===== src/include/bmr_pkg.sv =====
// package: register map, fields, commands and carriers of the monitor
package bmr_pkg;
   // ****************************************
   // link and memory geometry
   // ****************************************
   localparam int ADDR_W = 7;
   localparam int CMD_WR_BIT = 7;
   localparam int RAM_BYTES = 32;
   localparam int FLASH_BYTES = 96;
   localparam int PAGE_BYTES = 32;
   localparam int NCNT = 5;
   localparam int SLOW_DIV = 256;
   localparam logic [6:0] A_RAM_HI = 7'h1F;
   localparam logic [6:0] A_FLASH_HI = 7'h5F;
   localparam logic [6:0] A_TEMPERATURE_LOW = 7'h60;
   localparam logic [6:0] A_TEMPERATURE_HIGH = 7'h61;
   localparam logic [6:0] A_FLASH_CONTROL_COMMAND = 7'h62;
   localparam logic [6:0] A_CLR = 7'h63;
   localparam logic [6:0] A_MODE = 7'h64;
   localparam logic [6:0] A_CHARGE_TIME_LOW = 7'h65;
   localparam logic [6:0] A_CHARGE_TIME_HIGH = 7'h66;
   localparam logic [6:0] A_DISCHARGE_TIME_LOW = 7'h67;
   localparam logic [6:0] A_DISCHARGE_TIME_HIGH = 7'h68;
   localparam logic [6:0] A_SELF_DISCHARGE_LOW = 7'h69;
   localparam logic [6:0] A_SELF_DISCHARGE_HIGH = 7'h6A;
   localparam logic [6:0] A_CHARGE_COUNT_LOW = 7'h6B;
   localparam logic [6:0] A_CHARGE_COUNT_HIGH = 7'h6C;
   localparam logic [6:0] A_DISCHARGE_COUNT_LOW = 7'h6D;
   localparam logic [6:0] A_DISCHARGE_COUNT_HIGH = 7'h6E;
   localparam logic [6:0] A_FPD = 7'h6F;
   localparam logic [6:0] A_FPA = 7'h70;
   localparam logic [6:0] A_VRL = 7'h71;
   localparam logic [6:0] A_VRH = 7'h72;
   localparam logic [6:0] A_RSV_LO = 7'h73;
   localparam logic [6:0] A_RSV_HI = 7'h77;
   localparam logic [6:0] A_ID_LO = 7'h78;
   localparam logic [6:0] A_GAIN = 7'h79;
   // ****************************************
   // register fields and reset values
   // ****************************************
   localparam int M_GENERAL_PIN_ENABLE = 7;
   localparam int M_STAT = 6;
   localparam int M_STC = 5;
   localparam int M_STD = 4;
   localparam int M_WOE = 1;
   localparam int M_POR = 0;
   localparam logic [7:0] MODE_RST = 8'h01;
   localparam logic [7:0] MODE_HOST = 8'hCF;
   localparam int C_DCR = 0;
   localparam int C_CCR = 1;
   localparam int C_SCR = 2;
   localparam int C_DTC = 3;
   localparam int C_CTC = 4;
   localparam logic [7:0] CLR_MASK = 8'h1F;
   localparam logic [7:0] BYTE_ZERO = 8'h00;
   localparam logic [7:0] BYTE_ERASED = 8'hFF;
   localparam logic [2:0] ID_GAIN = 3'h1;
   localparam logic [2:0] ID_ZERO = 3'h6;
   localparam logic [2:0] ID_DEV = 3'h7;
   // ****************************************
   // flash and control commands
   // ****************************************
   localparam logic [7:0] FC_PROG = 8'h0F;
   localparam logic [7:0] FC_ERASE0 = 8'h40;
   localparam logic [7:0] FC_R2F = 8'h45;
   localparam logic [7:0] FC_F2R = 8'h48;
   localparam logic [7:0] FC_PDN = 8'hF6;
   // ****************************************
   // result scaling, host side arithmetic
   // ****************************************
   localparam int VOLT_LSB_UV = 2440;
   localparam int OFS_STEP_MV = 8;
   localparam int FULL_SCALE_MV = 5000;
   // ****************************************
   // carriers
   // ****************************************
   typedef struct packed {
      logic sign;
      logic [3:0] mag;
      logic [10:0] code;
   } bmr_volt_t;
   typedef struct packed {
      logic valid;
      logic [7:0] data;
   } bmr_byte_t;
   typedef enum logic [1:0] {
      LS_CMD = 2'b01,
      LS_DATA = 2'b10
   } bmr_link_t;
endpackage


===== src/logic/bmr_identity_rom.sv =====
// identity rom with gain correction byte
module bmr_identity_rom import bmr_pkg::*; #(
   parameter logic [7:0] DEV_CODE = 8'h5A,
   parameter logic [7:0] GAIN_CORR = 8'h00,
   parameter logic [7:0] FILL = 8'hA5
) (
   input logic [2:0] idx,
   output logic [7:0] data
);
   // device code value is arbitrary
   wire is_dev = idx == ID_DEV;
   wire is_zero = idx == ID_ZERO;
   wire is_gain = idx == ID_GAIN;
   // gain correction in two's complement microvolts per code step
   assign data = is_dev ? DEV_CODE : is_zero ? BYTE_ZERO :
                 is_gain ? GAIN_CORR : (FILL ^ {5'h00, idx});
endmodule // bmr_identity_rom


===== src/logic/bmr_counter.sv =====
// 16-bit event counter with clear and slow-rate prescaler
module bmr_counter import bmr_pkg::*; #(
   parameter int DIV = SLOW_DIV
) (
   input logic clk,
   input logic rst,
   input logic clr,
   input logic inc,
   input logic slow,
   output logic [15:0] count,
   output logic roll
);
   logic [15:0] count_q, count_d;
   logic [7:0] pre_q, pre_d;
   // ****************************************
   // prescaler and count
   // ****************************************
   wire pre_end = pre_q == 8'(DIV - 1);
   wire tick = inc & (~slow | pre_end);
   assign roll = tick & ~clr & (&count_q);
   assign count_d = clr ? 16'h0000 : tick ? count_q + 16'h0001 : count_q;
   assign pre_d = (clr | ~slow) ? 8'h00 :
                  inc ? (pre_end ? 8'h00 : pre_q + 8'h01) : pre_q;
   assign count = count_q;
   always_ff @(posedge clk) begin
      if (rst) begin
         count_q <= 16'h0000;
         pre_q <= 8'h00;
      end else begin
         count_q <= count_d;
         pre_q <= pre_d;
      end
   end
endmodule // bmr_counter


===== src/logic/bmr_top.sv =====
// register map of the battery monitor behind the byte command link
// Functional notes
// - battery voltage result exposed as register pair
// - 11-bit result at 0x72[2:0] and 0x71
// - msb in high bit 2, lsb low bit 0
// - full scale code stands for 5 V
// - high bits 7..3 hold sign-magnitude offset
// - identity byte 0x79 holds gain correction
// - 128 locations: rom, ram, flash, sfr
// - command byte: bit7 write, bits6..0 address
// - clear bit zeroes counter, then self-clears
// - time counter rollover sets slow-rate mode bit
module bmr_top import bmr_pkg::*; #(
   parameter logic [7:0] DEV_CODE = 8'h5A,
   parameter logic [7:0] GAIN_CORR = 8'h00
) (
   input logic clk,
   input logic rst,
   input bmr_byte_t rx,
   input logic link_break,
   output bmr_byte_t tx,
   input logic adc_valid,
   input bmr_volt_t adc_volt,
   input logic temp_valid,
   input logic [10:0] temp_value,
   input logic chg_pulse,
   input logic dis_pulse,
   input logic self_pulse,
   input logic chg_tick,
   input logic dis_tick,
   output logic general_pin_enable,
   output logic [2:0] wake_threshold_select,
   output logic power_down_req
);
   // ****************************************
   // state
   // ****************************************
   bmr_link_t state_q, state_d;
   logic [6:0] addr_q;
   bmr_byte_t tx_q;
   bmr_volt_t volt_q;
   logic [10:0] temp_q;
   logic [7:0] mode_q, mode_d;
   logic [7:0] clr_q, clr_d;
   logic [7:0] flash_control_command_q, fpd_q, fpa_q;
   logic flash_control_command_go_q, pdn_q;
   logic [7:0] ram_q [RAM_BYTES];
   logic [7:0] ram_d [RAM_BYTES];
   // nonvolatile: powers up erased and survives reset
   logic [7:0] flash_q [FLASH_BYTES] = '{default: BYTE_ERASED};
   logic [7:0] flash_d [FLASH_BYTES];
   logic [15:0] cnt [NCNT];
   logic [NCNT-1:0] roll, cnt_inc, cnt_slow;
   logic [7:0] id_byte, sfr_byte;

   // ****************************************
   // command link
   // ****************************************
   wire rx_go = rx.valid & ~link_break;
   wire in_cmd = state_q == LS_CMD;
   wire is_wr_cmd = rx.data[CMD_WR_BIT];
   wire rd_take = in_cmd & rx_go & ~is_wr_cmd;
   wire wr_take = in_cmd & rx_go & is_wr_cmd;
   wire wr_en = (state_q == LS_DATA) & rx_go;
   wire [6:0] rd_addr = rx.data[ADDR_W-1:0];
   wire [7:0] wdata = rx.data;

   always_comb begin
      state_d = state_q;
      case (state_q)
         LS_CMD: begin
            if (wr_take) begin
               state_d = LS_DATA;
            end
         end
         LS_DATA: begin
            if (rx_go) begin
               state_d = LS_CMD;
            end
         end
         default: begin
            state_d = LS_CMD;
         end
      endcase
      if (link_break) begin
         state_d = LS_CMD;
      end
   end

   // ****************************************
   // read selection
   // ****************************************
   wire rd_in_ram = rd_addr <= A_RAM_HI;
   wire rd_in_flash = ~rd_in_ram & (rd_addr <= A_FLASH_HI);
   wire rd_in_id = rd_addr >= A_ID_LO;
   wire [2:0] id_idx = 3'(rd_addr - A_ID_LO);
   wire [7:0] rd_byte = rd_in_ram ? ram_q[rd_addr[4:0]] :
                        rd_in_flash ? flash_q[rd_addr] :
                        rd_in_id ? id_byte : sfr_byte;

   bmr_identity_rom #(
      .DEV_CODE(DEV_CODE),
      .GAIN_CORR(GAIN_CORR),
      .FILL(8'hA5)
   ) u_identity_rom (
      .idx(id_idx),
      .data(id_byte)
   );

   always_comb begin
      case (rd_addr)
         A_TEMPERATURE_LOW: sfr_byte = temp_q[7:0];
         A_TEMPERATURE_HIGH: sfr_byte = {5'h00, temp_q[10:8]};
         A_FLASH_CONTROL_COMMAND: sfr_byte = flash_control_command_q;
         A_CLR: sfr_byte = clr_q;
         A_MODE: sfr_byte = mode_q;
         A_CHARGE_TIME_LOW: sfr_byte = cnt[C_CTC][7:0];
         A_CHARGE_TIME_HIGH: sfr_byte = cnt[C_CTC][15:8];
         A_DISCHARGE_TIME_LOW: sfr_byte = cnt[C_DTC][7:0];
         A_DISCHARGE_TIME_HIGH: sfr_byte = cnt[C_DTC][15:8];
         A_SELF_DISCHARGE_LOW: sfr_byte = cnt[C_SCR][7:0];
         A_SELF_DISCHARGE_HIGH: sfr_byte = cnt[C_SCR][15:8];
         A_CHARGE_COUNT_LOW: sfr_byte = cnt[C_CCR][7:0];
         A_CHARGE_COUNT_HIGH: sfr_byte = cnt[C_CCR][15:8];
         A_DISCHARGE_COUNT_LOW: sfr_byte = cnt[C_DCR][7:0];
         A_DISCHARGE_COUNT_HIGH: sfr_byte = cnt[C_DCR][15:8];
         A_FPD: sfr_byte = fpd_q;
         A_FPA: sfr_byte = fpa_q;
         A_VRL: sfr_byte = volt_q[7:0];
         A_VRH: sfr_byte = volt_q[15:8];
         default: sfr_byte = BYTE_ZERO;
      endcase
   end

   // ****************************************
   // write decode
   // ****************************************
   wire wr_ram = wr_en & (addr_q <= A_RAM_HI);
   wire wr_flash_control_command = wr_en & (addr_q == A_FLASH_CONTROL_COMMAND);
   wire wr_clr = wr_en & (addr_q == A_CLR);
   wire wr_mode = wr_en & (addr_q == A_MODE);
   wire wr_fpd = wr_en & (addr_q == A_FPD);
   wire wr_fpa = wr_en & (addr_q == A_FPA);

   // ****************************************
   // counters and mode
   // ****************************************
   assign cnt_inc = {chg_tick, dis_tick, self_pulse, chg_pulse, dis_pulse};
   assign cnt_slow = {mode_q[M_STC], mode_q[M_STD], 3'b000};

   genvar g;
   generate
      for (g = 0; g < NCNT; g++) begin : g_cnt
         bmr_counter #(
            .DIV(SLOW_DIV)
         ) u_cnt (
            .clk(clk),
            .rst(rst),
            .clr(clr_q[g]),
            .inc(cnt_inc[g]),
            .slow(cnt_slow[g]),
            .count(cnt[g]),
            .roll(roll[g])
         );
      end
   endgenerate

   // one cycle of clearing completes the request; a new write wins
   assign clr_d = wr_clr ? (wdata & CLR_MASK) : BYTE_ZERO;

   wire stc_d = roll[C_CTC] | (mode_q[M_STC] & ~clr_q[C_CTC]);
   wire std_d = roll[C_DTC] | (mode_q[M_STD] & ~clr_q[C_DTC]);
   wire [7:0] mode_host = wr_mode ? (wdata & MODE_HOST) : (mode_q & MODE_HOST);
   always_comb begin
      mode_d = mode_host;
      mode_d[M_STC] = stc_d;
      mode_d[M_STD] = std_d;
   end

   // ****************************************
   // shadow ram and flash
   // ****************************************
   wire fc_prog = flash_control_command_go_q & (flash_control_command_q == FC_PROG);
   wire fc_r2f = flash_control_command_go_q & (flash_control_command_q == FC_R2F);
   wire fc_f2r = flash_control_command_go_q & (flash_control_command_q == FC_F2R);
   wire fc_pdn = flash_control_command_go_q & (flash_control_command_q == FC_PDN);

   generate
      for (g = 0; g < FLASH_BYTES; g++) begin : g_fl
         localparam logic [7:0] IDX = 8'(g);
         localparam logic [7:0] ERASE = FC_ERASE0 + 8'(g / PAGE_BYTES);
         wire erase = flash_control_command_go_q & (flash_control_command_q == ERASE);
         wire prog = fc_prog & (fpa_q == IDX);
         wire shadow = fc_r2f & (g < RAM_BYTES);
         assign flash_d[g] = erase ? BYTE_ERASED :
                             prog ? (flash_q[g] & fpd_q) :
                             shadow ? (flash_q[g] & ram_q[g % RAM_BYTES]) :
                             flash_q[g];
      end
      for (g = 0; g < RAM_BYTES; g++) begin : g_ram
         wire host = wr_ram & (addr_q[4:0] == 5'(g));
         assign ram_d[g] = host ? wdata : fc_f2r ? flash_q[g] : ram_q[g];
      end
   endgenerate

   always_ff @(posedge clk) begin
      if (!rst) begin
         flash_q <= flash_d;
      end
   end

   always_ff @(posedge clk) begin
      if (rst) begin
         for (int i = 0; i < RAM_BYTES; i++) begin
            ram_q[i] <= flash_q[i];
         end
      end else begin
         ram_q <= ram_d;
      end
   end

   // ****************************************
   // registers
   // ****************************************
   always_ff @(posedge clk) begin
      if (rst) begin
         state_q <= LS_CMD;
         addr_q <= 7'h00;
         tx_q <= '0;
      end else begin
         state_q <= state_d;
         if (wr_take) begin
            addr_q <= rd_addr;
         end
         tx_q.valid <= rd_take;
         tx_q.data <= rd_take ? rd_byte : tx_q.data;
      end
   end

   always_ff @(posedge clk) begin
      if (rst) begin
         volt_q <= '0;
         temp_q <= 11'h000;
      end else begin
         if (adc_valid) begin
            volt_q <= adc_volt;
         end
         if (temp_valid) begin
            temp_q <= temp_value;
         end
      end
   end

   always_ff @(posedge clk) begin
      if (rst) begin
         mode_q <= MODE_RST;
         clr_q <= BYTE_ZERO;
         flash_control_command_q <= BYTE_ZERO;
         fpd_q <= BYTE_ZERO;
         fpa_q <= BYTE_ZERO;
         flash_control_command_go_q <= 1'b0;
         pdn_q <= 1'b0;
      end else begin
         mode_q <= mode_d;
         clr_q <= clr_d;
         flash_control_command_go_q <= wr_flash_control_command;
         pdn_q <= fc_pdn;
         if (wr_flash_control_command) begin
            flash_control_command_q <= wdata;
         end
         if (wr_fpd) begin
            fpd_q <= wdata;
         end
         if (wr_fpa) begin
            fpa_q <= wdata;
         end
      end
   end

   assign tx = tx_q;
   assign general_pin_enable = mode_q[M_GENERAL_PIN_ENABLE];
   assign wake_threshold_select = mode_q[M_WOE +: 3];
   assign power_down_req = pdn_q;
endmodule // bmr_top


===== config.mk =====
export PLATFORM = sky130hd
export DESIGN_NAME = bmr_top
export DESIGN_NICKNAME = d
export VERILOG_FILES = /design/src/include/bmr_pkg.sv /design/src/logic/bmr_identity_rom.sv /design/src/logic/bmr_counter.sv /design/src/logic/bmr_top.sv
export SDC_FILE = /design/constraint.sdc
export NUM_CORES = 2
export LEC_CHECK = 0
export ABC_AREA = 1
export ABC_CLOCK_PERIOD_IN_PS = 2600
export BUFFER_PORTS_ARGS = -buffer_cell sky130_fd_sc_hd__buf_4
export CORE_MARGIN = 2
export CORE_UTILIZATION = 50
export CTS_CLUSTER_DIAMETER = 200
export CTS_CLUSTER_SIZE = 14
export DETAILED_ROUTE_END_ITERATION = 16
export PLACE_DENSITY = 0.69
export SLEW_MARGIN = 0
export SYNTH_ARGS = -nofsm -noshare
export SYNTH_HDL_FRONTEND = slang
export SYNTH_SLANG_ARGS = --single-unit

===== constraint.sdc =====
create_clock -name clk -period 2.6 [get_ports clk]
set_input_delay 0.39 -clock clk [delete_from_list [all_inputs] [get_ports clk]]
set_output_delay 0.39 -clock clk [all_outputs]
set_load 0.01 [all_outputs]

# [Yosys cells after proc, flatten, opt, wreduce, memory -nomap -nowiden]
# Index checks and enable logic that the tools add are counted.
# W data, S select, Z words.
[op_classes] bitwise=301 reduce_logical=238 order_cmp=6 muxes=211 n_eq_ne=166 addsub=8
[op_table] op="$mux W8" n=204
[op_table] op="$and A8 B8 Y8" n=128
[op_table] op="$eq A8 B7 Y1 const B" n=37
[op_table] op="$eq A8 B6 Y1 const B" n=32
[op_table] op="$mux W256" n=1
[op_table] op="$reduce_and A2 Y1" n=97
[op_table] op="$reduce_bool A3 Y1" n=64
[op_table] op="$eq A7 B7 Y1 const B" n=24
[op_table] op="$and A1 B1 Y1" n=155
[op_table] op="$pmux W8 S19" n=1
[op_table] op="$eq A8 B5 Y1 const B" n=16
[op_table] op="$reduce_bool A2 Y1" n=64
[op_table] op="$add A16 B1 Y16 const B" n=5
[op_table] op="$eq A5 B5 Y1 const B" n=16
[op_table] op="$eq A8 B4 Y1 const B" n=9
[op_table] op="$bmux W8 S7" n=1
[op_table] op="$bmux W8 S5" n=1
[op_table] op="$eq A5 B4 Y1 const B" n=8
[op_table] op="$eq A8 B3 Y1 const B" n=4
[op_table] op="$reduce_and A16 Y1" n=2
[op_table] op="$eq A8 B8 Y1 const B" n=3
[op_table] op="$eq A5 B3 Y1 const B" n=4
[op_table] op="$reduce_or A2 Y1" n=9
[op_table] op="$add A8 B1 Y8 const B" n=2
[op_table] op="25 further kinds" n=43
[word_totals] wordCells=1082 inputBits=46 output_inout_bits=14 reg_bits=1207

# [Depth between registers and ports, before layout]
[depth] ltp_word=8 mapped_depth=17 ltp_nobuf=15

# [Hierarchy]
# A second synthesis with hierarchy kept.
[unflattened] cells_unflattened=7643 hier_area_um2=62626.3
[by_module_without_submodules] mod="bmr_top" area_per_inst_um2=56020.0 n_inst=1 seq_area_each_um2=32431.1 cells_per_inst=6628
[by_module_without_submodules] mod="bmr_counter" area_per_inst_um2=1305.0 n_inst=5 seq_area_each_um2=480.5 cells_per_inst=200
[by_module_without_submodules] mod="bmr_identity_rom" area_per_inst_um2=81.3 n_inst=1 seq_area_each_um2=0.0 cells_per_inst=15

# [Worst setup path before layout]
# No wires, ideal clock.
[synth_timing] path_kind="register to register" startpoint="reg flash_control_command_q[5]" endpoint="reg flash_q[256] in the netlist's numbering, enable pin" required_ps=2225 path_buffers=2 setup_ps=375 arrival_time_ps=1959 stages_incl_launch_ff=10 period_less_slack_ps=2335 slack_ps=265 cell_sequence="dfxtp_1 -> inv_1 -> nand2_1 -> nor3_1 -> nand4_1 -> inv_1 -> nand2_2 -> buf_2 -> buf_2 -> a21oi_1"
[synth_between] elab_chain_cells=5 elab_cells_between_ends=7 classes_between="eq/ne (2); bitwise (3); reduce/logical (2)"
[synth_rtl] item="start: declaration" line_no="bmr_top.sv:45" source="logic [7:0] flash_control_command_q, fpd_q, fpa_q;"
[synth_rtl] item="start signal: assignment" line_no="bmr_top.sv:269" source="flash_control_command_q <= wdata;"
[synth_rtl] item="$eq A8 B4 Y1" line_no="bmr_top.sv:183" source="wire fc_prog = flash_control_command_go_q & (flash_control_command_q == FC_PROG);"
[synth_rtl] item="$and A1 B1 Y1" line_no="bmr_top.sv:183"
[synth_rtl] item="$and A1 B1 Y1" line_no="bmr_top.sv:193" source="wire prog = fc_prog & (fpa_q == IDX);"
[synth_rtl] item="$reduce_bool A2 Y1 (no source line) *"
[synth_rtl] item="$reduce_and A2 Y1 (no source line) *"
[synth_rtl] item="end signal: assignment" line_no="bmr_top.sv:208" source="flash_q <= flash_d;"
[synth_rtl] item="end: declaration" line_no="bmr_top.sv:50" source="logic [7:0] flash_q [FLASH_BYTES] = '{default: BYTE_ERASED};"
# Every way passes the cells marked *; elsewhere a longest branch is shown, timed or not.
# A chain may end at the register's enable or synchronous reset.

# [Final worst setup path]
[layout_timing] startpoint="reg flash_control_command_q[5]" endpoint="reg flash_q[653] in the netlist's numbering, data pin"
[layout_between] elab_chain_cells=4 elab_cells_between_ends=6 classes_between="eq/ne (2); mux (1); bitwise (3)"
[layout_rtl] item="$eq A8 B4 Y1" line_no="bmr_top.sv:183"
[layout_rtl] item="$and A1 B1 Y1" line_no="bmr_top.sv:183"
[layout_rtl] item="$and A1 B1 Y1" line_no="bmr_top.sv:193"
[layout_rtl] item="$mux W8" line_no="bmr_top.sv:196" source="prog ? (flash_q[g] & fpd_q) :"
# Several ways; a longest one is shown, not always the timed one.

==> results.py <==
metrics = {
    "power_and_ir_drop": {
        "pwr-share-seq_pct": 56.4,
        "power.net_switching_mw": 8.717,
        "power.density_mw_per_mm2": 545.8,
        "peakVddDrop_uv": 624.6,
        "p_sw_share_pct": 23.45,
        "intPower_mw": 28.46,
        "power_frac_comb_pct": 6.2,
        "cellLeakagePower_nw": 29.96,
        "clockPowerShare_pct": 37.4,
    },
    "run_status": {
        "violations": "max-slew violations, negative setup slack",
        "status": "finished, violations left",
    },
    "place": {
        "dpl-instance-area_mm2": 0.06506,
        "port_buffers": 59,
        "gp_congestion": 1.014,
        "dp.cells": 8869,
        "preCtsSetupSlack_ps": -56.47,
        "dp_hpwl_mm": 135.5,
    },
    "worst_setup_path": {
        "startpoint": "flash_control_command_q[5]$_SDFFE_PP0P_",
        "critPathLaunchType": "flip-flop",
        "crit_path_max_incr_delay_ps": 440,
        "worst_path_max_delay_cell": "buf_12",
        "worstPathRequired_ps": 2960,
        "critPathMaxFanout": 229,
        "r2r-start": "flash_control_command_q[5]$_SDFFE_PP0P_",
        "cp.arrival_ps": 3100,
        "crit_chain": "inv_1 > nand2_1 > nor3_1 > buf_4 > nand3_4 > buf_12 > o21ai_0",
        "cp-end-kind": "flip-flop",
        "path_class": "flip-flop to flip-flop",
    },
    "clock_network": {
        "numCtsBuffers": 95,
        "htreeDepth": 3,
        "cts_tree": "built",
        "clk_pin_slew_ps": 70,
        "ctsLongestPathBuffers": 3,
        "cts-root-buf": "clkbuf_16",
        "clk_latency_ps": 700,
        "cts.sinks": 1204,
    },
    "synth": {
        "synth_seq_cells": 1204,
        "yosysWarnings": 0,
        "synth_cells": 7237,
        "syn-num-nets": 7290,
        "syn_area_mm2": 0.06052,
        "yosysSeqAreaShare_pct": 56.77,
        "postSynthAreaPerCell_um2": 8.362,
        "synth_cell_types": 53,
    },
    "global_routing": {
        "grt_pass1_vias": 49290,
        "grt_max_degree": 230,
        "grt_pass1_wl_mm": 306.6,
        "grt_usage_pct": 32.30,
        "antenna_found_initial": 3,
        "grt_overflow_total": 0,
    },
    "drt": {
        "first_pass_iters": 6,
        "postRouteAntennaNets": 0,
        "routed_wl_mm": 204.6,
        "vias": 52870,
        "drc": 0,
        "wire_per_inst_um": 22.58,
        "initialDrtViolationCount": 7404,
        "avgViaCountPerCell": 5.835,
    },
    "min_path": {
        "hold_class": "input pin to flip-flop",
        "holdCritStartpoint": "adc_volt[11]",
    },
    "die": {
        "rows": 127,
        "coreArea_mm2": 0.1200,
        "initial_core_util_pct": 50.44,
        "fp.dieH_um": 351.9,
        "die_w_um": 351.9,
        "die_area_mm2": 0.1238,
        "ioPinCount": 60,
    },
    "layout": {
        "regArea_mm2": 0.03438,
        "fin_area_mm2": 0.06811,
        "final_nets": 7443,
        "fillers": 10780,
        "multiInputGateArea_mm2": 0.02231,
        "final_cells": 9061,
        "synthToLayoutAreaGrowth_pct": 12.55,
        "drive_above_1_share_pct": 9.131,
    },
    "sta": {
        "fin_worst_skew_ps": 22.63,
        "relSlewSlack_pct": -21.31,
        "maxSlewViolCount": 119,
        "final.setup.worst_slack_ps": -146.8,
        "worst_pin_slew_ps": 1820,
        "setup_viol": 81,
        "setup_tns_ps": -4890,
        "fin_crit_ps": 2747,
        "whs_ps": 35.97,
        "hold_viol": 0,
        "period_share_pct": 105.6,
        "fmax_mhz": 364.1,
        "rsz0062_at_grt": "true",
    },
    "flow_run": {
        "max-cap-violations": 0,
    },
}
==> per-stage QoR <==
step	util, %	total power, mW
after floorplan	-	22.51
after global placement	54.23	23.55
after detailed placement	54.23	23.56
after CTS	56.75	37.20
after global routing	56.77	38.07
final	56.77	37.17
==> what timing repair did <==
item / in CTS / in global routing
hold buffers: 34 / 0
hold endpoints to repair: 36 / 0
setup endpoints to repair: 0 / 80
setup buffers: 0 / 2
gates resized for setup: 0 / 4
==> metal layers <==
metal | global-route usage [%] | vias up | routed length, um | part of all wire [%]
met1 | 44.85 | 24890 | 81420 | 40
met3 | 6.990 | 609 | 24160 | 12
li1 | - | 24300 | - | -
met5 | 0 | - | 11 | 0.0054
met2 | 48.47 | 3075 | 87810 | 43
met4 | 14.76 | 2 | 11210 | 5.5
==> state kept, by name, summed over array words and instances (netlist names), 9 cells and up <==
| name | count |
|---|---|
| temp_q | 11 |
| g_cnt.u_cnt.pre_q | 16 |
| flash_q | 768 |
| ram_q | 256 |
| volt_q | 16 |
| tx | 9 |
| g_cnt.u_cnt.count | 80 |
==> power by group through the flow <==
stage	Combinational (mW)	Sequential, mW	Clock (mW)
floorplan	1.17	21.3	0
global placement	2.16	21.4	0
detailed placement	2.17	21.4	0
CTS	2.22	21.0	14.0
global route	2.43	21.0	14.7
finish	2.30	21.0	13.9
==> kinds of logic after synthesis <==
kind of cell	count (synthesis)	share of synthesized area (%)
buffers and inverters	1006	6.585
AOI/OAI and AO/OA	1336	12.23
adders and majority gates	7	0.1447
and+or+nand+nor	3667	24.01
xor gates and xnor gates	9	0.1303
DFF	1204	56.77
muxes	8	0.1323
==> cell usage after synthesis (all sizes together) <==
cell type / count / share of area (%)
nand2: 2682 / 17
edfxtp: 1024 / 51
o21ai: 755 / 6.3
nor2: 646 / 4.1
inv: 534 / 3.3
clkbuf: 330 / 2.1
a21oi: 290 / 2.4
o211ai: 210 / 2.6
nand3: 182 / 1.6
dfxtp: 180 / 6.0
buf: 127 / 1.1
nand4: 73 / 0.75
nor3: 63 / 0.56
o22ai: 29 / 0.30
a22oi: 28 / 0.35
clkinv: 15 / 0.10
nor4: 15 / 0.19
o21a: 9 / 0.11
mux2i: 8 / 0.13
ha: 7 / 0.14
xnor2: 7 / 0.10
nor3b: 4 / 0.050
o21bai: 4 / 0.050
a211oi: 2 / 0.025
o2111ai: 2 / 0.029
xor2: 2 / 0.029
a221oi: 1 / 0.014
a22o: 1 / 0.014
a31oi: 1 / 0.010
a41oi: 1 / 0.014
and3: 1 / 0.010
o21ba: 1 / 0.017
o31ai: 1 / 0.012
o41ai: 1 / 0.014
or2: 1 / 0.010
==> critical path: cells and delay by family, from the launching register on <==
family / cells / cell delay [ps]
buffers and inverters: 3 / 680
flip-flops: 1 / 340
AO/OA/AOI/OAI: 1 / 300
AND/OR/NAND/NOR: 3 / 400
==> placed cells by master, fill, tap and decap left out, types with 28 or more instances in the layout <==
cell           instances
nand2_1             2665
edfxtp_1            1024
o21ai_0              737
nor2_1               629
inv_1                514
buf_4                422
a21oi_1              290
o211ai_1             208
dfxtp_1              172
nand3_1              166
clkbuf_16             98
nand4_1               73
nor3_1                59
buf_12                56
clkbuf_1              53
dlygate4sd3_1         34
o22ai_1               29
a22oi_1               28
==> cell type report <==
class / count / share of cell area, %
multi-input combinational: 5027 / 32.76
antenna: 2 / 0.007348
inverter: 549 / 3.046
tap: 1612 / 2.961
clock inverter: 3 / 0.04960
timing repair buffer: 513 / 6.813
sequential: 1204 / 50.47
clock buffer: 151 / 3.893
==> final timing paths <==
kind,to,slack (ps),depth (start not counted)
max reg2reg,flash_q[653]$_SDFFCE_PP1P_,-150,7
min reg2reg,g_cnt[4].u_cnt.pre_q[5]$_SDFFE_PP0P_,470,2
max,flash_q[653]$_SDFFCE_PP1P_,-150,7
min,volt_q[11]$_SDFFE_PP0P_,40,3
Power figures use the tool's default switching activity.
